<file path="src/verilog/msf_pkg.sv">
// Constants and carrier types for the monitor status flag block
package msf_pkg;

  // ----------------------------------------
  // Register offsets and reset values
  // ----------------------------------------
  localparam logic [7:0] MSF_ADDR_FLAGS1 = 8'h41;
  localparam logic [7:0] MSF_ADDR_FLAGS2 = 8'h42;
  localparam logic [7:0] MSF_ADDR_CODE = 8'h43;
  localparam logic [7:0] MSF_FLAGS1_RESET = 8'h00;
  localparam logic [7:0] MSF_FLAGS2_RESET = 8'h00;
  localparam logic [7:0] MSF_CODE_RESET = 8'h00;
  localparam logic [7:0] MSF_UNMAPPED_DATA = 8'h00;

  // ----------------------------------------
  // Field positions
  // ----------------------------------------
  localparam int unsigned MSF_F1_VOLT_LSB = 0;
  localparam int unsigned MSF_F1_TEMP_LSB = 4;
  localparam int unsigned MSF_F1_ANY2_BIT = 7;
  localparam int unsigned MSF_F2_V12_BIT = 0;
  localparam int unsigned MSF_F2_OVERTEMP_BIT = 1;
  localparam int unsigned MSF_F2_FAN_LSB = 2;
  localparam int unsigned MSF_F2_DIODE_LSB = 6;
  localparam int unsigned MSF_CODE_W = 5;
  localparam int unsigned MSF_CODE_RSVD_W = 3;

  // ----------------------------------------
  // Channel counts and compare constants
  // ----------------------------------------
  localparam int unsigned MSF_NUM_VOLT = 5;
  localparam int unsigned MSF_NUM_TEMP = 3;
  localparam int unsigned MSF_NUM_FAN = 4;
  localparam int unsigned MSF_NUM_PWM = 3;
  localparam logic signed [8:0] MSF_OVERTEMP_HYST = 9'sh004;
  localparam logic [7:0] MSF_DIODE_FAULT_CODE = 8'h80;
  localparam logic [15:0] MSF_TACH_LIMIT_OFF_HI = 16'hFFFF;
  localparam logic [15:0] MSF_TACH_LIMIT_OFF_LO = 16'h0000;

  // ----------------------------------------
  // Carrier types
  // ----------------------------------------
  typedef struct packed {
    logic [7:0] reading;
    logic [7:0] low;
    logic [7:0] high;
  } msf_volt_chan_t;

  typedef struct packed {
    logic [7:0] reading;
    logic [7:0] low;
    logic [7:0] high;
    logic [7:0] overtemp_threshold;
  } msf_temp_chan_t;

  typedef struct packed {
    logic [15:0] count;
    logic [15:0] min;
  } msf_fan_chan_t;

  typedef struct packed {
    logic [7:0] addr;
    logic rd;
    logic wr;
    logic [7:0] wdata;
  } msf_reg_req_t;

endpackage

</file>
<file path="src/verilog/msf_flag_cell.sv">
// Sticky flags with conditional clear on read
`timescale 1ns/10ps
module msf_flag_cell #(
  parameter int unsigned W = 1
) (
  input wire logic i_sys_clk,
  input wire logic i_reset_n,
  input wire logic [W-1:0] i_set,
  input wire logic [W-1:0] i_active,
  input wire logic i_rd_clr,
  output logic [W-1:0] o_flag
);
  import msf_pkg::*;

  logic [W-1:0] flag_q;
  logic [W-1:0] flag_d;

  // ----------------------------------------
  // Next state
  // ----------------------------------------
  always_comb begin
    flag_d = i_set | (flag_q & ~({W{i_rd_clr}} & ~i_active));
  end

  always_ff @(posedge i_sys_clk) begin
    if (!i_reset_n) begin
      flag_q <= '0;
    end else begin
      flag_q <= flag_d;
    end
  end

  assign o_flag = flag_q;
endmodule

</file>
<file path="src/verilog/msf_top.sv">
// Status flag registers and identification readback of a hardware monitor
// What this block does
// - Flags1 bits 0-3 set when 2.5V, core, own supply or 5V leave limits.
// - A read clears a limit flag only when its condition has gone.
// - Flags1 bits 4-6 set on remote one, local, remote two temperature limits.
// - Flags1 bit 7 reads as OR of all flags2 bits.
// - Flags2 bit 0 sets on 12V limit, same conditional clear on read.
// - Overtemp flag latches; read clears only below threshold minus 4.
// - Flags2 bits 2-5 set when fans one to four are slow or stalled.
// - No fan flag while its PWM is off; fan four follows PWM three.
// - Flags2 bits 6 and 7 flag remote diode one and two faults.
// - Readback bits 4:0 mirror the five voltage code pins one cycle late, once reset is released.
// - Readback bits 7:5 are reserved, read-only, read as zero.
// - Flags2 and readback reset to 0x00; all bits read-only.
// - High event when reading above high; low event when at or below low.
// - Fan fault when tach count exceeds the minimum-speed limit by one or more.
`timescale 1ns/10ps
module msf_top (
  input wire logic i_sys_clk,
  input wire logic i_reset_n,
  input wire msf_pkg::msf_reg_req_t i_reg_req,
  input wire msf_pkg::msf_volt_chan_t [msf_pkg::MSF_NUM_VOLT-1:0] i_volt,
  input wire msf_pkg::msf_temp_chan_t [msf_pkg::MSF_NUM_TEMP-1:0] i_temp,
  input wire msf_pkg::msf_fan_chan_t [msf_pkg::MSF_NUM_FAN-1:0] i_fan,
  input wire logic [msf_pkg::MSF_NUM_PWM-1:0] i_pwm_on,
  input wire logic [msf_pkg::MSF_CODE_W-1:0] i_cpu_voltage_code,
  output logic [7:0] o_reg_rdata,
  output logic o_reg_rvalid
);
  import msf_pkg::*;

  // ----------------------------------------
  // Limit comparisons
  // ----------------------------------------
  logic [MSF_NUM_VOLT-1:0] volt_oor;
  logic [MSF_NUM_TEMP-1:0] temp_oor;
  logic [MSF_NUM_TEMP-1:0] temp_over;
  logic [MSF_NUM_TEMP-1:0] temp_hot;
  logic [MSF_NUM_FAN-1:0] fan_pwm;
  logic [MSF_NUM_FAN-1:0] fan_fault;
  logic [1:0] diode_fault;
  logic overtemp_set;
  logic overtemp_active;

  assign fan_pwm = {i_pwm_on[MSF_NUM_PWM-1], i_pwm_on};

  always_comb begin
    for (int i = 0; i < MSF_NUM_VOLT; i++) begin
      volt_oor[i] = (i_volt[i].reading > i_volt[i].high) ||
                    (i_volt[i].reading <= i_volt[i].low);
    end
    for (int i = 0; i < MSF_NUM_TEMP; i++) begin
      temp_oor[i] = ($signed(i_temp[i].reading) > $signed(i_temp[i].high)) ||
                    ($signed(i_temp[i].reading) <= $signed(i_temp[i].low));
      temp_over[i] = $signed(i_temp[i].reading) > $signed(i_temp[i].overtemp_threshold);
      temp_hot[i] = $signed({i_temp[i].reading[7], i_temp[i].reading}) >=
                    ($signed({i_temp[i].overtemp_threshold[7],
                              i_temp[i].overtemp_threshold}) - MSF_OVERTEMP_HYST);
    end
    for (int i = 0; i < MSF_NUM_FAN; i++) begin
      fan_fault[i] = fan_pwm[i] &&
                     (i_fan[i].min != MSF_TACH_LIMIT_OFF_HI) &&
                     (i_fan[i].min != MSF_TACH_LIMIT_OFF_LO) &&
                     (i_fan[i].count > i_fan[i].min);
    end
  end

  assign diode_fault[0] = i_temp[0].reading == MSF_DIODE_FAULT_CODE;
  assign diode_fault[1] = i_temp[MSF_NUM_TEMP-1].reading == MSF_DIODE_FAULT_CODE;
  assign overtemp_set = |temp_over;
  assign overtemp_active = |temp_hot;

  // ----------------------------------------
  // Read decode; writes are not decoded
  // ----------------------------------------
  logic rd1;
  logic rd2;
  assign rd1 = i_reg_req.rd && (i_reg_req.addr == MSF_ADDR_FLAGS1);
  assign rd2 = i_reg_req.rd && (i_reg_req.addr == MSF_ADDR_FLAGS2);

  // ----------------------------------------
  // Flag registers
  // ----------------------------------------
  logic [6:0] set1;
  logic [7:0] set2;
  logic [7:0] active2;
  logic [6:0] flags1_q;
  logic [7:0] flags2_q;

  assign set1 = {temp_oor, volt_oor[3:0]};
  assign set2 = {diode_fault, fan_fault, overtemp_set,
                 volt_oor[MSF_NUM_VOLT-1]};
  assign active2 = {diode_fault, fan_fault, overtemp_active,
                    volt_oor[MSF_NUM_VOLT-1]};

  msf_flag_cell #(.W(7)) u_flags1 (
    .i_sys_clk(i_sys_clk),
    .i_reset_n(i_reset_n),
    .i_set(set1),
    .i_active(set1),
    .i_rd_clr(rd1),
    .o_flag(flags1_q)
  );

  msf_flag_cell #(.W(8)) u_flags2 (
    .i_sys_clk(i_sys_clk),
    .i_reset_n(i_reset_n),
    .i_set(set2),
    .i_active(active2),
    .i_rd_clr(rd2),
    .o_flag(flags2_q)
  );

  // ----------------------------------------
  // Identification readback and read data
  // ----------------------------------------
  logic [7:0] code_q;
  logic [7:0] code_d;
  logic [7:0] rdata_q;
  logic [7:0] rdata_d;
  logic rvalid_q;
  logic rvalid_d;

  always_comb begin
    code_d = {{MSF_CODE_RSVD_W{1'b0}}, i_cpu_voltage_code};
    rvalid_d = i_reg_req.rd;
    rdata_d = rdata_q;
    if (i_reg_req.rd) begin
      unique case (i_reg_req.addr)
        MSF_ADDR_FLAGS1: rdata_d = {|flags2_q, flags1_q};
        MSF_ADDR_FLAGS2: rdata_d = flags2_q;
        MSF_ADDR_CODE: rdata_d = code_q;
        default: rdata_d = MSF_UNMAPPED_DATA;
      endcase
    end
  end

  always_ff @(posedge i_sys_clk) begin
    if (!i_reset_n) begin
      code_q <= MSF_CODE_RESET;
      rdata_q <= MSF_UNMAPPED_DATA;
      rvalid_q <= 1'b0;
    end else begin
      code_q <= code_d;
      rdata_q <= rdata_d;
      rvalid_q <= rvalid_d;
    end
  end

  assign o_reg_rdata = rdata_q;
  assign o_reg_rvalid = rvalid_q;
endmodule

</file>
<file path="config.mk">
export PLATFORM = sky130hd
export DESIGN_NAME = msf_top
export DESIGN_NICKNAME = d
export VERILOG_FILES = /design/src/verilog/msf_pkg.sv /design/src/verilog/msf_flag_cell.sv /design/src/verilog/msf_top.sv
export SDC_FILE = /design/constraint.sdc
export NUM_CORES = 1
export LEC_CHECK = 0
export ABC_CLOCK_PERIOD_IN_PS = 2300
export BUFFER_PORTS_ARGS = -buffer_cell sky130_fd_sc_hd__buf_2
export CORE_AREA = 2 2 149 151
export DETAILED_ROUTE_END_ITERATION = 8
export DIE_AREA = 0 0 151 153
export GPL_TIMING_DRIVEN = 1
export SYNTH_ARGS = -nofsm -noshare
export SYNTH_HDL_FRONTEND = slang
export SYNTH_SLANG_ARGS = --single-unit
</file>
<file path="constraint.sdc">
create_clock -name i_sys_clk -period 2.3 [get_ports i_sys_clk]
set_clock_uncertainty 0.05 [all_clocks]
set_input_delay 0.345 -clock i_sys_clk [delete_from_list [all_inputs] [get_ports i_sys_clk]]
set_output_delay 0.345 -clock i_sys_clk [all_outputs]
set_load 0.005 [all_outputs]
</file>
==> qor.yml <==
nNetsFinal: 1985
post-route-min-period_ns: 2.005
core-area_um2: 21490
ios: 381
cp_common_cell: "ha_1"
yosys_warnings: 0
cts-root-buf: "clkbuf_16"
reg2reg_from: "u_flags2.o_flag[2]"
holdPathStages: 2
area_growth_pct: 32.28
wire_per_inst_um: 14.91
synth-async-reset-ratio: 0
clock-sinks: 29
layout_common_cells: "buf_2, ha_1, inv_1, nand4_1, a21oi_1"
cts_buffer_depth: 2
io_buffer_count: 371
cap_violations: 0
final_layout_size_suffix_gt1_frac: 0.2918
drc: 0
avgSynthCellArea_um2: 7.602
synth_edf_count: 0
drt_first_iter_violations: 221
rows: 54
slew_viol_final: 0
gr-total-overflow: 0
via_per_inst: 4.987
path_class: "primary input to flop"
outcome: "completed"
dpl.hpwl_um: 22630
cp_max_fo: 3
globalplace.congestion: 0.9001
path_cells: "buf_2 -> inv_1 -> ha_1 -> buf_4 -> a21oi_1 -> ha_1 -> nor2b_1 -> nor3_1 -> a311oi_1 -> a31oi_1 -> o21a_1"
synth-seq-cells: 29
antenna_left: 0
synth-xor-area-share: 0.01399
required_ns: 2.41
slew_headroom: 0.5430
grt_pass1_vias: 8250
critPathTopFamily: "compound AO/OA/AOI/OAI gates"
h-tree-depth: 2
synth.distinct_cells: 55
powerDensity_nw_per_um2: 273.0
post_cts_resized: 0
ctsHoldBuffers: 0
setup_tns_ns: 0
grtUsageTotal: 0.2076
cts_buffers: 5
initial_core_util: 0.3496
rsz0062_at_grt: "no"
path_buf_inv: 3
min_from: "i_cpu_voltage_code[4]"
clk_latency_ns: 0.27
muxShareOfSynthArea: 0.007330
fillerInstances: 2273
synthAdderAreaFrac: 0.3998
synthSimpleGateAreaFrac: 0.1922
synthesis.nets: 1600
cts_tree: "yes"
multi_input_area_um2: 6111
netlist.area_leader.share: 0.3998
final_common_cell: "buf_2"
antenna_found_initial: 5
cts_setup_buffers: 0
final.period_utilization: 0.8718
hp-class: "primary input to flop"
slowest_stage: "ha_1"
cpPeakStageDelay_ns: 0.28
final_util: 0.4624
synthFlopType: "dfxtp_1"
clk_pin_slew_ns: 0.05
synth_top_family_by_area: "adder cells"
reg2reg_depth: 6
wirelength_um: 24740
worst_setup_path_start_kind: "primary input"
syn_area_um2: 7511
worst_slew_pin_slew_ns: 0.6823
synth.area.top_cells: "ha_1, inv_1, dfxtp_1"
cp-end-kind: "flop"
grt_pass1_wl_um: 38900
die_h_um: 153
finalSetupViolCount: 0
synthesis.instances: 988
final_hold_viol_count: 0
crit_start: "i_temp[2]"
synth_top_area_cell: "ha_1"
die_x_um: 151
die_area_um2: 23100
leakage_uw: 0.005803
ir_worst_vdd_uv: 194.1
cp_num_cells: 11
synth_compound_area_frac: 0.2002
seq_area_um2: 580.6
synth-seq-area-share: 0.07729
drtPass1Iterations: 4
fmax_mhz: 498.7
vias: 8274
grt_max_degree: 15
worstPathArrival_ns: 2.12
==> synth_stat cells (6+ instances only) <==
cell type,n
o21ai_0,33
a21o_1,32
a22o_1,6
a31oi_1,8
nand3_1,23
nand2b_1,15
nor4_1,25
o21a_1,21
a21oi_1,63
dfxtp_1,29
o211ai_1,7
a22oi_1,8
a211oi_1,8
ha_1,240
xnor2_1,12
nor3_1,12
nor4b_1,6
inv_1,212
nor2b_1,27
nand2_1,24
nor2_1,42
nand4_1,67
==> kinds of logic after synthesis <==
kind of cell / Yosys count
flops: 29
compound gates: 228
fa+ha+maj: 240
mux: 5
xor+xnor: 12
buf+inv: 218
simple gates: 256
==> through the flow <==
stage / cell area [um^2] / std cells / hold WS [ns] / power [uW] / worst slack (ns)
floorplan: 7511 / 988 / 0.4118 / 1441 / 0.3088
global placement: 9784 / 1646 / 0.4037 / 2076 / 0.05677
detailed placement: 9784 / 1646 / 0.4084 / 2097 / 0.02242
CTS: 9923 / 1654 / 0.2272 / 2742 / 0.2982
global route: 9933 / 1658 / 0.2359 / 3001 / 0.1171
finish: 9936 / 1659 / 0.2274 / 2712 / 0.2948
==> report_power, final <==
part	total [uW]	leakage, uW	switching, uW	internal (uW)
combinational	1530	0.00549	767	759
sequential	559	0.000240	24.7	535
clock	626	0.0000706	230	397
==> state kept, by name, summed over array words and instances, names as in the netlist <==
register and count:
o_reg_rdata 8, u_flags2.o_flag 8, u_flags1.o_flag 7, code_q 5, o_reg_rvalid 1
==> worst paths after layout <==
kind                        end  slack [ns]
max          u_flags2.o_flag[1]        0.29
min                   code_q[4]        0.23
max reg2reg      o_reg_rdata[7]        1.05
min reg2reg      o_reg_rdata[5]        0.42
==> routing by layer <==
metal  part of all wire  track usage  vias to the layer above
li1                   -            -                     4378
met1               0.44       0.2588                     3618
met2               0.48       0.3734                      249
met3              0.058      0.02358                       29
met4              0.021      0.05785                        0
met5                  0            0                        -
==> area by class of cell <==
type,instances,area share
multi-input cells,741,0.6150
clock inverters,2,0.001007
repair buffers,382,0.1952
clock buffers,6,0.01297
inverters,214,0.08085
diodes,5,0.001259
well taps,280,0.03526
flip-flops and latches,29,0.05843
Power figures use the tool's default switching activity.
